### config.mk
export PLATFORM = sky130hd
export DESIGN_NAME = trip_fault_logger
export DESIGN_NICKNAME = d
export VERILOG_FILES = /design/src/core/trip_pkg.sv /design/src/core/trip_fault_logger.sv
export SDC_FILE = /design/constraint.sdc
export NUM_CORES = 1
export LEC_CHECK = 0
export BUFFER_PORTS_ARGS = -buffer_cell sky130_fd_sc_hd__buf_4
export CORE_ASPECT_RATIO = 0.5
export CORE_MARGIN = 10
export CORE_UTILIZATION = 59
export CTS_CLUSTER_DIAMETER = 30
export DETAILED_ROUTE_END_ITERATION = 16
export PLACE_DENSITY_LB_ADDON = 0.1
export SLEW_MARGIN = 20
export SYNTH_ARGS = -nofsm -noshare
export SYNTH_HDL_FRONTEND = slang
export SYNTH_SLANG_ARGS = --single-unit
### constraint.sdc
create_clock -name hclk -period 3.3 [get_ports hclk]
set_input_delay 0.33 -clock hclk [delete_from_list [all_inputs] [get_ports hclk]]
set_output_delay 0.33 -clock hclk [all_outputs]
set_load 0.03 [all_outputs]
### src/core/trip_pkg.sv
// Purpose: constants for the fault trip supervisor and fault history log
// Assumes: 20 MHz hclk, AHB-Lite register access
// Notes:   error codes are the displayed decimal numbers
//
// Functional notes
// - snapshot operating data at fault instant
// - history holds present plus five previous
// - new fault shifts log, writes entry one
// - entry one newest, entry six oldest
// - trip shows error code automatically
// - over-current codes by motion state, output off
// - overload trip reports overload code
// - braking duty over limit trips, code six
// - bus over-voltage trips
// - memory fault trips, memory code
// - bus under-voltage trips, under-voltage code
// - current sensing failure trips, code ten
// - processor malfunction trips, code eleven
// - external trip input trips, code twelve
// - run at power-up with guard trips
// - ground fault at power-up trips
// - input over-voltage tested after stop interval
// - thermal sensor disconnected reports code nineteen
// - module over-temperature trips, code twenty-one
// - reset rejected within hold-off after trip
package trip_pkg;
  // ------------------------------------------------------------
  // register map (byte addresses)
  // ------------------------------------------------------------
  localparam logic [7:0] ctrl_off   = 8'h00;
  localparam logic [7:0] status_off = 8'h04;
  localparam logic [7:0] snap_off   = 8'h08;
  localparam logic [7:0] log_off    = 8'h10;
  localparam logic [7:0] log_last   = 8'h24;
  localparam int         ctrl_reset_bit = 0;
  localparam int         ctrl_guard_bit = 1;
  localparam int         ctrl_duty_lsb  = 8;
  localparam logic [7:0] duty_reset     = 8'hFF;
  // guard on from reset, so a run command held through power-up is caught
  localparam logic       guard_reset    = 1'b1;
  localparam logic [1:0] settle_cnt     = 2'h3;
  // ------------------------------------------------------------
  // error codes
  // ------------------------------------------------------------
  localparam logic [7:0] code_none  = 8'h00;
  localparam logic [7:0] code_oc_cs = 8'h01;
  localparam logic [7:0] code_oc_dc = 8'h02;
  localparam logic [7:0] code_oc_ac = 8'h03;
  localparam logic [7:0] code_oc_ot = 8'h04;
  localparam logic [7:0] code_ol    = 8'h05;
  localparam logic [7:0] code_brk   = 8'h06;
  localparam logic [7:0] code_ov    = 8'h07;
  localparam logic [7:0] code_mem   = 8'h08;
  localparam logic [7:0] code_uv    = 8'h09;
  localparam logic [7:0] code_cur   = 8'h0A;
  localparam logic [7:0] code_cpu   = 8'h0B;
  localparam logic [7:0] code_ext   = 8'h0C;
  localparam logic [7:0] code_guard = 8'h0D;
  localparam logic [7:0] code_gnd   = 8'h0E;
  localparam logic [7:0] code_inov  = 8'h0F;
  localparam logic [7:0] code_tsens = 8'h13;
  localparam logic [7:0] code_therm = 8'h15;
  // motion states
  localparam logic [1:0] mot_const = 2'h0;
  localparam logic [1:0] mot_decel = 2'h1;
  localparam logic [1:0] mot_accel = 2'h2;
  // ------------------------------------------------------------
  // timing
  // ------------------------------------------------------------
  localparam longint clk_hz        = 20000000;
  localparam longint holdoff_s     = 10;
  localparam longint stop_test_s   = 100;
  localparam longint holdoff_cyc   = holdoff_s * clk_hz;
  localparam longint stop_test_cyc = stop_test_s * clk_hz;
  localparam int     depth         = 6;
endpackage

### src/core/trip_fault_logger.sv
// Purpose: fault trip supervisor with six-deep shifting history
// Assumes: fault detector inputs are asynchronous levels
// Notes:   a log word is {motion, snapshot[15:0], code}
//
// The address map and the AHB-Lite interface to the registers were left to the implementer.
`timescale 1ns/1ps
module trip_fault_logger
  import trip_pkg::*;
#(
  parameter longint holdoff_cycles   = holdoff_cyc,
  parameter longint stop_test_cycles = stop_test_cyc
) (
  // clock and reset
  input  wire logic        hclk,
  input  wire logic        hresetn,
  // ahb-lite slave
  input  wire logic        hsel,
  input  wire logic [31:0] haddr,
  input  wire logic [1:0]  htrans,
  input  wire logic        hwrite,
  input  wire logic [2:0]  hsize,
  input  wire logic [31:0] hwdata,
  input  wire logic        hready,
  output logic      [31:0] hrdata,
  output logic             hreadyout,
  output logic             hresp,
  // fault detectors (asynchronous)
  input  wire logic        overcurrent,
  input  wire logic [1:0]  motion_state,
  input  wire logic        overload,
  input  wire logic [7:0]  brake_duty,
  input  wire logic        bus_overvolt,
  input  wire logic        mem_fault,
  input  wire logic        bus_undervolt,
  input  wire logic        cur_sense_fail,
  input  wire logic        cpu_fault,
  input  wire logic        external_trip_input,
  input  wire logic        run_cmd,
  input  wire logic        ground_fault,
  input  wire logic        input_overvolt,
  input  wire logic        therm_open,
  input  wire logic        overtemp,
  input  wire logic [15:0] oper_data,
  // power stage and display
  output logic             output_off,
  output logic      [7:0]  display_code,
  output logic             tripped
);
  localparam int nsync = 19;

  // ------------------------------------------------------------
  // input synchronisers
  // ------------------------------------------------------------
  logic [nsync-1:0] raw_in, s1_ff, s2_ff;
  logic [1:0]       mot1_ff, mot2_ff;
  logic [7:0]       duty1_ff, duty2_ff;
  logic [15:0]      op1_ff, op2_ff;
  assign raw_in = {run_cmd, overcurrent, overload, bus_overvolt, mem_fault, bus_undervolt,
                   cur_sense_fail, cpu_fault, external_trip_input, ground_fault,
                   input_overvolt, therm_open, overtemp, 6'h00};
  always_ff @(posedge hclk or negedge hresetn) begin
    if (!hresetn) begin
      s1_ff    <= '0;
      s2_ff    <= '0;
      mot1_ff  <= 2'h0;
      mot2_ff  <= 2'h0;
      duty1_ff <= 8'h00;
      duty2_ff <= 8'h00;
      op1_ff   <= 16'h0000;
      op2_ff   <= 16'h0000;
    end else begin
      s1_ff    <= raw_in;
      s2_ff    <= s1_ff;
      mot1_ff  <= motion_state;
      mot2_ff  <= mot1_ff;
      duty1_ff <= brake_duty;
      duty2_ff <= duty1_ff;
      op1_ff   <= oper_data;
      op2_ff   <= op1_ff;
    end
  end
  logic run_s, oc_s, ol_s, ov_s, mem_s, uv_s, cur_s, cpu_s, ext_s, gnd_s, inov_s;
  logic tsens_s, therm_s;
  assign {run_s, oc_s, ol_s, ov_s, mem_s, uv_s, cur_s, cpu_s, ext_s, gnd_s,
          inov_s, tsens_s, therm_s} = s2_ff[nsync-1:6];

  // ------------------------------------------------------------
  // bus slave
  // ------------------------------------------------------------
  logic        ctrl_reset_ff, guard_ff;
  logic [7:0]  duty_lim_ff;
  logic        wr_ph_ff, rd_ph_ff;
  logic [7:0]  addr_ff;
  logic        rst_req;
  logic [25:0] log_ff [depth];
  logic [15:0] snap_ff;
  logic [7:0]  code_ff;
  logic        trip_ff, holdoff_ff, powerup_ff, stop_ok_ff;

  function automatic logic [31:0] rd_mux(input logic [7:0] a);
    logic [31:0] v;
    v = 32'h0000_0000;
    if (a == ctrl_off) v = {16'h0000, duty_lim_ff, 6'h00, guard_ff, 1'b0};
    else if (a == status_off) v = {20'h00000, holdoff_ff, stop_ok_ff, 1'b0, trip_ff, code_ff};
    else if (a == snap_off) v = {16'h0000, snap_ff};
    else if (a >= log_off && a <= log_last && a[1:0] == 2'h0)
      v = {6'h00, log_ff[3'((a - log_off) >> 2)]};
    return v;
  endfunction

  wire addr_ok = hsel && hready && htrans[1];
  always_ff @(posedge hclk or negedge hresetn) begin
    if (!hresetn) begin
      wr_ph_ff <= 1'b0;
      rd_ph_ff <= 1'b0;
      addr_ff  <= 8'h00;
    end else if (hready) begin
      wr_ph_ff <= addr_ok && hwrite;
      rd_ph_ff <= addr_ok && !hwrite;
      addr_ff  <= haddr[7:0];
    end
  end
  always_ff @(posedge hclk or negedge hresetn) begin
    if (!hresetn) begin
      guard_ff      <= guard_reset;
      duty_lim_ff   <= duty_reset;
      ctrl_reset_ff <= 1'b0;
    end else begin
      ctrl_reset_ff <= 1'b0;
      if (wr_ph_ff && addr_ff == ctrl_off) begin
        guard_ff      <= hwdata[ctrl_guard_bit];
        duty_lim_ff   <= hwdata[ctrl_duty_lsb +: 8];
        ctrl_reset_ff <= hwdata[ctrl_reset_bit];
      end
    end
  end
  always_ff @(posedge hclk or negedge hresetn) begin
    if (!hresetn) hrdata <= 32'h0000_0000;
    else if (addr_ok && !hwrite) hrdata <= rd_mux(haddr[7:0]);
  end
  assign hreadyout = 1'b1;
  assign hresp     = 1'b0;
  assign rst_req   = ctrl_reset_ff;

  // ------------------------------------------------------------
  // fault priority encode
  // ------------------------------------------------------------
  logic [7:0] nxt_code;
  always_comb begin
    nxt_code = code_none;
    if (cpu_s) nxt_code = code_cpu;
    else if (mem_s) nxt_code = code_mem;
    else if (gnd_s && powerup_ff) nxt_code = code_gnd;
    else if (run_s && guard_ff && powerup_ff) nxt_code = code_guard;
    else if (oc_s) begin
      case (mot2_ff)
        mot_const: nxt_code = code_oc_cs;
        mot_decel: nxt_code = code_oc_dc;
        mot_accel: nxt_code = code_oc_ac;
        default:   nxt_code = code_oc_ot;
      endcase
    end
    else if (cur_s) nxt_code = code_cur;
    else if (ov_s) nxt_code = code_ov;
    else if (uv_s) nxt_code = code_uv;
    else if (ol_s) nxt_code = code_ol;
    else if (duty2_ff > duty_lim_ff) nxt_code = code_brk;
    else if (ext_s) nxt_code = code_ext;
    else if (inov_s && stop_ok_ff) nxt_code = code_inov;
    else if (tsens_s) nxt_code = code_tsens;
    else if (therm_s) nxt_code = code_therm;
  end
  wire new_trip = !trip_ff && nxt_code != code_none;

  // ------------------------------------------------------------
  // power-up window and stop timer
  // ------------------------------------------------------------
  logic [31:0] stop_cnt_ff;
  logic [1:0]  pu_cnt_ff;
  // synchronisers hold zeros from reset; wait until real levels reach s2
  always_ff @(posedge hclk or negedge hresetn) begin
    if (!hresetn) pu_cnt_ff <= 2'h0;
    else if (pu_cnt_ff != settle_cnt) pu_cnt_ff <= pu_cnt_ff + 2'h1;
  end
  always_ff @(posedge hclk or negedge hresetn) begin
    if (!hresetn) powerup_ff <= 1'b1;
    else if (powerup_ff && pu_cnt_ff == settle_cnt && s2_ff == s1_ff) powerup_ff <= 1'b0;
  end
  always_ff @(posedge hclk or negedge hresetn) begin
    if (!hresetn) begin
      stop_cnt_ff <= 32'h0000_0000;
      stop_ok_ff  <= 1'b0;
    end else if (run_s) begin
      stop_cnt_ff <= 32'h0000_0000;
      stop_ok_ff  <= 1'b0;
    end else if (stop_cnt_ff < 32'(stop_test_cycles - 1)) begin
      stop_cnt_ff <= stop_cnt_ff + 32'h1;
    end else begin
      stop_ok_ff  <= 1'b1;
    end
  end

  // ------------------------------------------------------------
  // trip latch and reset hold-off
  // ------------------------------------------------------------
  logic [31:0] hold_cnt_ff;
  always_ff @(posedge hclk or negedge hresetn) begin
    if (!hresetn) begin
      trip_ff <= 1'b0;
      code_ff <= code_none;
    end else if (new_trip) begin
      trip_ff <= 1'b1;
      code_ff <= nxt_code;
    end else if (trip_ff && rst_req && !holdoff_ff) begin
      trip_ff <= 1'b0;
      code_ff <= code_none;
    end
  end
  always_ff @(posedge hclk or negedge hresetn) begin
    if (!hresetn) begin
      hold_cnt_ff <= 32'h0000_0000;
      holdoff_ff  <= 1'b0;
    end else if (new_trip) begin
      hold_cnt_ff <= 32'h0000_0000;
      holdoff_ff  <= 1'b1;
    end else if (holdoff_ff) begin
      if (hold_cnt_ff >= 32'(holdoff_cycles - 2)) holdoff_ff <= 1'b0;
      hold_cnt_ff <= hold_cnt_ff + 32'h1;
    end
  end
  always_ff @(posedge hclk or negedge hresetn) begin
    if (!hresetn) begin
      output_off   <= 1'b0;
      display_code <= code_none;
      tripped      <= 1'b0;
    end else begin
      output_off   <= trip_ff || new_trip;
      display_code <= new_trip ? nxt_code : code_ff;
      tripped      <= trip_ff || new_trip;
    end
  end

  // ------------------------------------------------------------
  // fault history
  // ------------------------------------------------------------
  always_ff @(posedge hclk or negedge hresetn) begin
    if (!hresetn) snap_ff <= 16'h0000;
    else if (new_trip) snap_ff <= op2_ff;
  end
  genvar gi;
  generate
    for (gi = 0; gi < depth; gi++) begin : g_log
      always_ff @(posedge hclk or negedge hresetn) begin
        if (!hresetn) log_ff[gi] <= 26'h0;
        else if (new_trip) begin
          if (gi == 0) log_ff[gi] <= {mot2_ff, op2_ff, nxt_code};
          else log_ff[gi] <= log_ff[gi-1];
        end
      end
    end
  endgenerate

  // ------------------------------------------------------------
  // checks
  // ------------------------------------------------------------
  a_log_shift: assert property (@(posedge hclk) disable iff (!hresetn)
    new_trip |=> log_ff[1] == $past(log_ff[0]) && log_ff[0][7:0] == $past(nxt_code))
    else $error("log did not shift on trip");
  a_code_show: assert property (@(posedge hclk) disable iff (!hresetn)
    new_trip |=> display_code == $past(nxt_code) && output_off)
    else $error("code not shown on trip");
  a_trip_hold: assert property (@(posedge hclk) disable iff (!hresetn)
    trip_ff && (!rst_req || holdoff_ff) |=> trip_ff && $stable(code_ff))
    else $error("trip dropped without accepted reset");
  a_early_rst: assert property (@(posedge hclk) disable iff (!hresetn)
    new_trip |=> holdoff_ff)
    else $error("hold-off not started");
  a_log_age: assert property (@(posedge hclk) disable iff (!hresetn)
    new_trip |=> log_ff[depth-1] == $past(log_ff[depth-2]))
    else $error("oldest entry not shifted");
  a_out_off: assert property (@(posedge hclk) disable iff (!hresetn)
    trip_ff |=> output_off && tripped)
    else $error("output not off while tripped");
endmodule

### Word-level counts from Yosys, hierarchy flattened

Index checks and enable logic that the tools add are counted.

| word-level totals | value |
|---|---|
| flip-flop bits (word level) | 388 |
| bits in latches | 0 |
| bits in writable memories | 0 |
| ROM bits | 0 |
| input bits | 113 |
| word-level logic and storage cells | 115 |
| memories kept | 0 |

| cells by class | value |
|---|---|
| $add $sub $neg | 4 |
| $mul | 0 |
| divide/modulo/power cells | 0 |
| $lt $le $gt $ge | 6 |
| eq/ne operators | 8 |
| shifts and indexed selects | 0 |
| mux-type cells | 37 |
| bitwise gates (word level) | 1 |
| reduce and logical (&&, ||, !) cells | 28 |

Operators by type and width:

| cell | count |
|---|---|
| 2-to-1 mux 32 bit | 7 |
| binary-select mux 26 bit (select 3 bit) | 1 |
| 2-to-1 mux 26 bit | 3 |
| adder 32 x 1 -> 32 bit (second input constant) | 2 |
| 2-to-1 mux 8 bit | 8 |
| 2-to-1 mux 5 bit | 9 |
| greater-or-equal comparator 32 x 28 -> 1 bit (second input constant) | 1 |
| < comparator 32 x 31 -> 1 bit (second input constant) | 1 |
| logical AND 1 bit | 16 |
| logical NOT 8 bit | 2 |
| == test 13 bit | 1 |
| case mux 3 bit (3 select lines) | 1 |
| == test 8 x 3 -> 1 bit (second input constant) | 1 |
| == test 8 x 4 -> 1 bit (second input constant) | 1 |
| greater-or-equal comparator 8 x 5 -> 1 bit (second input constant) | 1 |
| greater-than comparator 8 bit | 1 |
| less-or-equal comparator 8 x 6 -> 1 bit (second input constant) | 1 |
| 2-to-1 mux 1 bit | 8 |
| nonzero test 8 bit | 1 |
| nonzero test 2 bit | 3 |
| subtractor 5 bit (second input constant) | 1 |
| == test 2 bit (second input constant) | 2 |
| greater-or-equal comparator 4 bit (second input constant) | 1 |
| logical NOT 2 bit | 2 |
| 6 further kinds | 9 |

### Depth between registers and ports, before layout

Gate-level depths: netlist of the first run.

| depth | value |
|---|---|
| depth in word-level cells | 17 |
| mapped depth | 11 |
| gate-level depth less buffers | 9 |

### Least setup slack after synthesis of the first run

OpenSTA, ideal clock, no wires.

| timing path | value |
|---|---|
| path type | register -> register |
| start | register duty_lim_ff[5] |
| end | register log_ff[0] in the netlist's numbering |
| setup time | 0.125 ns |
| arrival time | 2.665 ns |
| data required time | 3.175 ns |
| slack | 0.510 ns |
| stages on the path, launching flop included | 12 |
| path buffers | 2 |
| path through | dfstp_2 -> inv_1 -> ha_1 -> a211oi_1 -> nor2_1 -> nor4bb_2 -> nor2_1 -> o221a_4 -> a21oi_4 -> buf_12 -> buf_12 -> mux2_4 |

| on the way | value |
|---|---|
| cells in the longest elaborated chain, start to end | 13 |

Ends and longest elaborated chain:

| what | line | RTL |
|---|---|---|
| from (decl) | trip_fault_logger.sv:91 | `logic [7:0] duty_lim_ff;` |
| from (signal assigned) | trip_fault_logger.sv:126 | `duty_lim_ff <= duty_reset;` |
| from (signal assigned) | trip_fault_logger.sv:132 | `duty_lim_ff <= hwdata[ctrl_duty_lsb +: 8];` |
| greater-than comparator 8 bit | trip_fault_logger.sv:167 | `else if (duty2_ff > duty_lim_ff) nxt_code = code_brk;` |
| 2-to-1 mux 5 bit | trip_fault_logger.sv:167 |  |
| 2-to-1 mux 5 bit | trip_fault_logger.sv:166 | `else if (ol_s) nxt_code = code_ol;` |
| 2-to-1 mux 5 bit | trip_fault_logger.sv:165 | `else if (uv_s) nxt_code = code_uv;` |
| 2-to-1 mux 5 bit | trip_fault_logger.sv:164 | `else if (ov_s) nxt_code = code_ov;` |
| 2-to-1 mux 5 bit | trip_fault_logger.sv:163 | `else if (cur_s) nxt_code = code_cur;` |
| 2-to-1 mux 8 bit | trip_fault_logger.sv:155 | `else if (oc_s) begin` |
| 2-to-1 mux 8 bit | trip_fault_logger.sv:154 | `else if (run_s && guard_ff && powerup_ff) nxt_code = code_guard;` |
| 2-to-1 mux 8 bit | trip_fault_logger.sv:153 | `else if (gnd_s && powerup_ff) nxt_code = code_gnd;` |
| 2-to-1 mux 8 bit | trip_fault_logger.sv:152 | `else if (mem_s) nxt_code = code_mem;` |
| 2-to-1 mux 8 bit | trip_fault_logger.sv:151 | `if (cpu_s) nxt_code = code_cpu;` |
| nonzero test 8 bit | trip_fault_logger.sv:173 | `wire new_trip = !trip_ff && nxt_code != code_none;` |
| logical AND 1 bit | trip_fault_logger.sv:173 |  |
| to (signal, indexed assignment) | trip_fault_logger.sv:256 | `if (gi == 0) log_ff[gi] <= {mot2_ff, op2_ff, nxt_code};` |
| to (signal, indexed assignment) | trip_fault_logger.sv:257 | `else log_ff[gi] <= log_ff[gi-1];` |
| to (decl) | trip_fault_logger.sv:95 | `logic [25:0] log_ff [depth];` |

Every way passes these cells.
A chain may end at the register's enable or synchronous reset.

### Final worst setup path of the first run

| timing path | value |
|---|---|
| start | register duty_lim_ff[6] |
| end | register snap_ff[6] |

| on the way | value |
|---|---|
| cells in the longest elaborated chain, start to end | 13 |

Ends and longest elaborated chain:

| what | line | RTL |
|---|---|---|
| greater-than comparator 8 bit | trip_fault_logger.sv:167 |  |
| 2-to-1 mux 5 bit | trip_fault_logger.sv:167 |  |
| 2-to-1 mux 5 bit | trip_fault_logger.sv:166 |  |
| 2-to-1 mux 5 bit | trip_fault_logger.sv:165 |  |
| 2-to-1 mux 5 bit | trip_fault_logger.sv:164 |  |
| 2-to-1 mux 5 bit | trip_fault_logger.sv:163 |  |
| 2-to-1 mux 8 bit | trip_fault_logger.sv:155 |  |
| 2-to-1 mux 8 bit | trip_fault_logger.sv:154 |  |
| 2-to-1 mux 8 bit | trip_fault_logger.sv:153 |  |
| 2-to-1 mux 8 bit | trip_fault_logger.sv:152 |  |
| 2-to-1 mux 8 bit | trip_fault_logger.sv:151 |  |
| nonzero test 8 bit | trip_fault_logger.sv:173 |  |
| logical AND 1 bit | trip_fault_logger.sv:173 |  |
| to (signal assigned) | trip_fault_logger.sv:248 | `else if (new_trip) snap_ff <= op2_ff;` |
| to (decl) | trip_fault_logger.sv:96 | `logic [15:0] snap_ff;` |

Every way passes these cells.

==> results of run 1 <==
[state kept, by name, summed over array words and instances, names as in the netlist, 2 cells and up]
| register | cells |
|---|---|
| op1_ff | 16 |
| hold_cnt_ff | 32 |
| duty1_ff | 8 |
| mot2_ff | 2 |
| duty2_ff | 8 |
| mot1_ff | 2 |
| s2_ff | 13 |
| s1_ff | 13 |
| display_code | 5 |
| hrdata | 26 |
| stop_cnt_ff | 32 |
| op2_ff | 16 |
| duty_lim_ff | 8 |
| code_ff | 5 |
| pu_cnt_ff | 2 |
| log_ff | 123 |
| addr_ff | 8 |
| snap_ff | 15 |
[worst max path at each step]
stage / cells past startpoint / slack (ns) / from / endpoint
2_1_floorplan: 11 / 0.51 / duty_lim_ff[5] / log_ff[0]
3_3_place_gp: 11 / 0.20 / duty_lim_ff[6] / log_ff[82]
3_5_place_dp: 11 / 0.11 / duty_lim_ff[5] / log_ff[82]
4_1_cts: 11 / 0.09 / duty_lim_ff[6] / log_ff[82]
5_1_grt: 11 / -0.005 / duty_lim_ff[4] / snap_ff[3]
6_report: 11 / 0.12 / duty_lim_ff[6] / snap_ff[6]
[metrics by stage]
step	utilization, %	TNS (ns)	instances	power [W]
3_3_place_gp	64.72	0	1574	0.005308
4_1_cts	72.15	0	1692	0.01018
5_1_grt	72.36	-0.01311	1694	0.01050
3_5_place_dp	64.72	0	1574	0.005348
6_report	72.36	0	1694	0.01009
2_1_floorplan	-	0	1175	0.005007
[layout by cell type (no fill, tap or decap), types with 11 or more instances in the layout]
| master | n |
|---|---|
| a21oi_1 | 27 |
| a22oi_1 | 27 |
| and3_1 | 11 |
| buf_12 | 12 |
| buf_4 | 111 |
| clkbuf_16 | 46 |
| conb_1 | 11 |
| dfrtp_1 | 332 |
| dlygate4sd3_1 | 40 |
| ha_1 | 15 |
| inv_1 | 31 |
| mux2_2 | 65 |
| mux2_4 | 110 |
| mux4_2 | 22 |
| nand2_1 | 54 |
| nand3_1 | 23 |
| nand4_1 | 17 |
| nor2_1 | 91 |
| nor3_1 | 14 |
| o21a_1 | 12 |
| o21ai_0 | 43 |
| xnor2_1 | 41 |
| xor2_1 | 23 |
[timing repair]
action,in CTS,in global routing
resized for setup,0,4
hold buffers,40,0
setup endpoints to repair,0,137
setup buffers,0,1
hold endpoints to repair,87,0
[cell type report]
type | count | area, sq um | area share, %
Sequential cell | 342 | 8571 | 46.55
Multi-Input combinational cell | 733 | 6277 | 34.09
Clock inverter | 26 | 279.0 | 1.515
Inverter | 31 | 116.4 | 0.6320
Tap cell | 344 | 430.4 | 2.338
Timing Repair Buffer | 166 | 1525 | 8.284
Clock buffer | 52 | 1212 | 6.585
[where the power goes]
group	switching, W	internal [W]
Sequential	0.000168	0.00438
Combinational	0.000422	0.000343
Clock	0.00193	0.00285
[cell families after synthesis]
kind of cell,synth area share (%)
DFF,55.54
xor gates and xnor gates,3.632
adders and majority gates,1.216
AOI/OAI and AO/OA,7.216
other,0.04866
and+or+nand+nor,8.992
buffers and inverters,4.111
muxes,19.25
[layer usage]
| layer | wire, um | part of all wire (%) |
|---|---|---|
| met4 | 497 | 1.5 |
| met2 | 16150 | 49 |
| met1 | 14830 | 45 |
| met5 | 0 | 0 |
| met3 | 1424 | 4.3 |
[critical path, stage by stage, from the launching register on]
cell and delay [ns]:
dfstp_2 0.58, inv_1 0.06, ha_1 0.28, and4_1 0.21
nand4_1 0.11, o31ai_2 0.10, or2_1 0.28, a221o_1 0.41
a21oi_4 0.27, buf_12 0.18, buf_12 0.20, mux2_2 0.36
==> impl_metrics.tcl, run 1 <==
set metrics [dict create \
    timing.final.hold_violations 0 \
    min_period_ns 3.178 \
    antenna_found_initial 0 \
    grt_overflow 0 \
    met3_usage_pct 3.999 \
    cp_max_fo 23 \
    avgSynthCellArea_sq_um 13.24 \
    fp.dieW_um 248.7 \
    antennaDiodeCount 0 \
    crit_type "register to register" \
    power.density_mw_per_mm2 548.3 \
    cellLeakagePower_nw 8.265 \
    crit_required_ns 3.71 \
    worstSkewPairLatency_ns 0.53 \
    start_kind "register" \
    drt_wl_total_um 32900 \
    grtUsageTotal_pct 20.04 \
    hold_path.class "input pin to register" \
    slew_headroom_pct 37.42 \
    syn_area_sq_mm 0.01543 \
    rrSetupSlack_ns 0.12 \
    synthDistinctLibCells 73 \
    place_area_sq_mm 0.01647 \
    ant_nets 0 \
    r2r-end "snap_ff[6]" \
    globalRouteMet2Util_pct 33.43 \
    die_h_um 134.4 \
    place_congestion 0.8378 \
    worstRegToRegCells 11 \
    min_to "duty_lim_ff[1]" \
    ys_warn_count 0 \
    numCtsBuffers 42 \
    grt_most_used_layer "met2" \
    cts_root_buffer "clkbuf_16" \
    core.rowCount 41 \
    hp-start "hwdata[9]" \
    slew_violations 0 \
    setup_violations 0 \
    drive_gt1_share_pct 32.15 \
    cts.path.max_buffers 3 \
    fmax_ghz 0.3146 \
    reg2reg_from "duty_lim_ff[6]" \
    synth_edf_count 0 \
    dr.first_iter.drc_count 698 \
    outcome "complete, no violations" \
    synth_top_cell_area_share_pct 53.83 \
    via_per_inst 5.726 \
    vdd_drop_max_uv 365.6 \
    synth_common_cells "dfrtp_1 (332), mux2_4 (110), nor2_1 (92), mux2_2 (65), nand2_1 (54)" \
    syn_inst 1166 \
    gr-usage-met1_pct 26.64 \
    hold-worst-slack_ns 0.03323 \
    ys_seq_area_share_pct 55.54 \
    clock_skew_ns 0.01123 \
    synth_most_common_cell "dfrtp_1" \
    clk_pin_slew_worst_paths_ns 0.06 \
    nNetsFinal 1444 \
    port_buffers 95 \
    grt_first_pass_wirelength_um 55430 \
    cts.sink_count 342 \
    async_reset_ff_share_pct 100.0 \
    tightest_slew_ns 0.9379 \
    fin_area_sq_mm 0.01841 \
    drv_cap 0 \
    fillers 1735 \
    dieArea_sq_mm 0.03342 \
    worstPathArrival_ns 3.59 \
    drc 0 \
    place_ws_ns 0.1077 \
    drt-pass1-iter-count 5 \
    ys_ff_latch 342 \
    cts_tree "yes" \
    grt_max_degree 104 \
    grt_pass1_vias 10370 \
    hold_depth 2 \
    htreeDepth 2 \
    finalCritPeriodShare_pct 96.32 \
    coreArea_sq_mm 0.02544 \
    end_kind "register" \
    ys.flop_type "dfrtp_1" \
    vias 9700 \
    netlist.top_cell.by_area "dfrtp_1" \
    hpwl_um 21290 \
    start_util_pct 60.65 \
    wl_per_cell_um 19.42 \
    ios 157 \
    synthTopCellsByArea "dfrtp_1 (54%), mux2_4 (11%), mux2_2 (4.7%)" \
    setup_slack_ns 0.1215 \
    area_growth_pct 19.30 \
]
Power figures use the tool's default switching activity.
==> inputs of run 2 (changes only) <==
--- a/config.mk
+++ b/config.mk
@@ -5,6 +5,7 @@
 export SDC_FILE = /design/constraint.sdc
 export NUM_CORES = 1
 export LEC_CHECK = 0
+export ABC_AREA = 1
 export BUFFER_PORTS_ARGS = -buffer_cell sky130_fd_sc_hd__buf_4
 export CORE_ASPECT_RATIO = 0.5
 export CORE_MARGIN = 10
==> impl_metrics.tcl, run 2 <==
set metrics [dict create \
    outcome "complete, no violations" \
    hold_buffers 41 \
    timing.final.hold_violations 0 \
    drc 0 \
    placedCellCount 2106 \
    yosys.area_share.adder_pct 1.240 \
    ant_nets 0 \
    ys_ff_latch 342 \
    grtUsageTotal_pct 23.84 \
    largest-register "log_ff" \
    nNetsFinal 1970 \
    cp_max_fo 57 \
    top_regs "log_ff: 123 flops, hold_cnt_ff: 32 flops, stop_cnt_ff: 32 flops" \
    seq_area_sq_mm 0.008571 \
    synth_compound_area_share_pct 12.41 \
    cp_top_family "simple AND/OR/NAND/NOR gates" \
    fillers 1983 \
    setup_violations 0 \
    globalRouteMet2Util_pct 36.12 \
    clk_pin_slew_worst_paths_ns 0.06 \
    synthMuxAreaShare_pct 0.2150 \
    cts_root_buffer "clkbuf_16" \
    synthDistinctLibCells 56 \
    power.density_mw_per_mm2 540.5 \
    vias 12260 \
    p_seq_share_pct 46.9 \
    drt-pass1-iter-count 7 \
    share_comb_of_total_power_pct 9.1 \
    synthTopCellsByArea "dfrtp_1 (55%), nand2_1 (11%), o21ai_0 (6.5%)" \
    syn_inst 1710 \
    crit_type "register to register" \
    post_cts_resized 0 \
    worstSkewPairLatency_ns 0.54 \
    clkPwrFrac_pct 44.0 \
    coreArea_sq_mm 0.02524 \
    synth_edf_count 0 \
    port_buffers 95 \
    grt_overflow 0 \
    multi_input_area_sq_mm 0.005450 \
    dieArea_sq_mm 0.03284 \
    start_kind "register" \
    finalCritPeriodShare_pct 89.96 \
    final_common_cell "nand2_1" \
    fmax_ghz 0.3369 \
    crit_required_ns 3.74 \
    synth_most_common_cell "nand2_1" \
    slew_violations 0 \
    avgSynthCellArea_sq_um 8.848 \
    synth_top_family_by_area "simple AND/OR/NAND/NOR gates" \
    cts.sink_count 342 \
    cts_setup_buffers 0 \
    die_h_um 133.2 \
    grt_first_pass_wirelength_um 63400 \
    core.rowCount 41 \
    slew_headroom_pct 57.95 \
    min_period_ns 2.969 \
    synthSimpleGateAreaFrac_pct 20.62 \
    htreeDepth 2 \
    crit_buf_inv 2 \
    start_util_pct 59.94 \
    numCtsBuffers 37 \
    clock_skew_ns 0.02601 \
    ys_seq_area_share_pct 56.65 \
    critPathSlowestCell "dfstp_2" \
    synth_common_cells "nand2_1 (438), dfrtp_1 (332), o21ai_0 (195), inv_1 (183), nor2_1 (127)" \
    dr.first_iter.drc_count 1252 \
    place_congestion 0.9249 \
    path_cells "inv_1 > ha_1 > a21o_1 > nor2_1 > nand2_1 > nand2_2 > nand2_1 > nand2_1 > nand2_1 > nand2_1 > nand2_1 > nand2_1 > nand3_2 > o21ai_4 > buf_12 > nand2_1 > o21ai_0" \
    tightest_slew_ns 0.6301 \
    synth_top_cell_area_share_pct 54.91 \
    wl_per_cell_um 17.53 \
    internal_power_w 0.007187 \
    ios 157 \
    power.net_switching_w 0.002464 \
    worstPathArrival_ns 3.41 \
    drv_cap 0 \
    gr-usage-met1_pct 34.26 \
    critPathMaxStageDelay_ns 0.58 \
    switching_share_pct 25.53 \
    rsz0062_at_grt "no" \
    ys_warn_count 0 \
    drive_gt1_share_pct 12.51 \
    finalSetupTns_ns 0 \
    cts.path.max_buffers 3 \
    vdd_drop_max_uv 430.1 \
    finalPower_w 0.009651 \
    via_per_inst 5.535 \
    area_growth_pct 18.02 \
    stdcell_count 2215 \
    async_reset_ff_share_pct 100.0 \
    hold_path.class "input pin to register" \
    end_kind "register" \
    largest_register_ffs 123 \
    grt_pass1_vias 11910 \
    netlist.top_cell.by_area "dfrtp_1" \
    fp.dieW_um 246.5 \
    drt_wl_total_um 38820 \
    grt_max_degree 96 \
    antenna_found_initial 1 \
    layout_common_cells "nand2_1 (438), dfrtp_1 (332), o21ai_0 (195), inv_1 (183), nor2_1 (127)" \
    met3_usage_pct 5.287 \
    grt_most_used_layer "met2" \
    yosys.area_share.xor_xnor_pct 1.216 \
    cpMostUsedCell "nand2_1" \
    hpwl_um 26100 \
    syn_area_sq_mm 0.01513 \
    cts_tree "yes" \
    ys.flop_type "dfrtp_1" \
    cellLeakagePower_nw 8.240 \
]
run 2: cell types whose count changed in the layout (fill, tap and decap cells not counted), sizes merged, moves of 11 or more:
cell | before | now
a21oi | 28 | 48
mux4 | 22 | 0
nand2 | 54 | 442
a221oi | 1 | 13
a22oi | 27 | 1
nor2 | 94 | 132
xor2 | 23 | 12
mux2 | 176 | 2
inv | 43 | 193
xnor2 | 41 | 9
nand3 | 23 | 49
nor3 | 15 | 58
o21ai | 46 | 205
run 2: logic make-up (layout without fill, tap and decap cells):
logic type | count (synthesis) | after routing
mux | 3 | 3
compound gates | 332 | 332
fa+ha+maj | 15 | 15
xor+xnor | 21 | 21
flops | 342 | 342
simple gates | 728 | 728
buf+inv | 267 | 418
other cells | 2 | 12
run 2: through the flow:
step / utilization (%) / hold WS (ns) / setup WS (ns) / instance area [sq um]
2_1_floorplan: - / 0.03441 / 1.003 / 15160
3_3_place_gp: 64.09 / 0.3296 / 0.4587 / 16180
3_5_place_dp: 64.09 / 0.3347 / 0.3912 / 16180
4_1_cts: 70.74 / 0.002114 / 0.3857 / 17850
5_1_grt: 70.75 / 0.02262 / 0.08079 / 17860
6_report: 70.75 / 0.02069 / 0.3313 / 17860
run 2: final timing paths:
path	slack, ns	to	from	cells after the start
setup / recovery	0.33	log_ff[21]	duty_lim_ff[7]	17
hold / removal	0.02	addr_ff[6]	haddr[6]	3
setup reg to reg	0.33	log_ff[21]	duty_lim_ff[7]	17
hold reg to reg	0.35	op2_ff[2]	op1_ff[2]	0
max in group asynchronous	1.98	stop_cnt_ff[10]	hresetn	3
min in group asynchronous	0.33	log_ff[28]	hresetn	2
run 2: layer usage:
| layer | up-vias | routed length (um) |
|---|---|---|
| li1 | 5839 | - |
| met1 | 5933 | 17630 |
| met2 | 433 | 17600 |
| met3 | 55 | 3012 |
| met4 | 0 | 582 |
| met5 | - | 0 |
run 2: power groups by stage:
stage / Combinational, W / Clock [W] / Sequential, W
2_1_floorplan: 0.000458 / 0 / 0.00459
3_3_place_gp: 0.000801 / 0 / 0.00459
3_5_place_dp: 0.000829 / 0 / 0.00460
4_1_cts: 0.000880 / 0.00431 / 0.00453
5_1_grt: 0.000980 / 0.00451 / 0.00455
6_report: 0.000878 / 0.00424 / 0.00453
run 2: area by class of cell:
class                   instances  share of cell area [%]
diodes                          1                 0.01401
clock buffers                  49                   6.012
clock inverters                18                   1.079
inverters                     189                   3.973
multi-input cells            1110                   30.52
flip-flops and latches        342                   48.00
well taps                     344                   2.410
repair buffers                162                   7.988
run 2: tightest hold or removal path: cells and delay by family:
kind	cells	cell delay, ns
simple gates	2	0.09
buf+inv	1	0.08
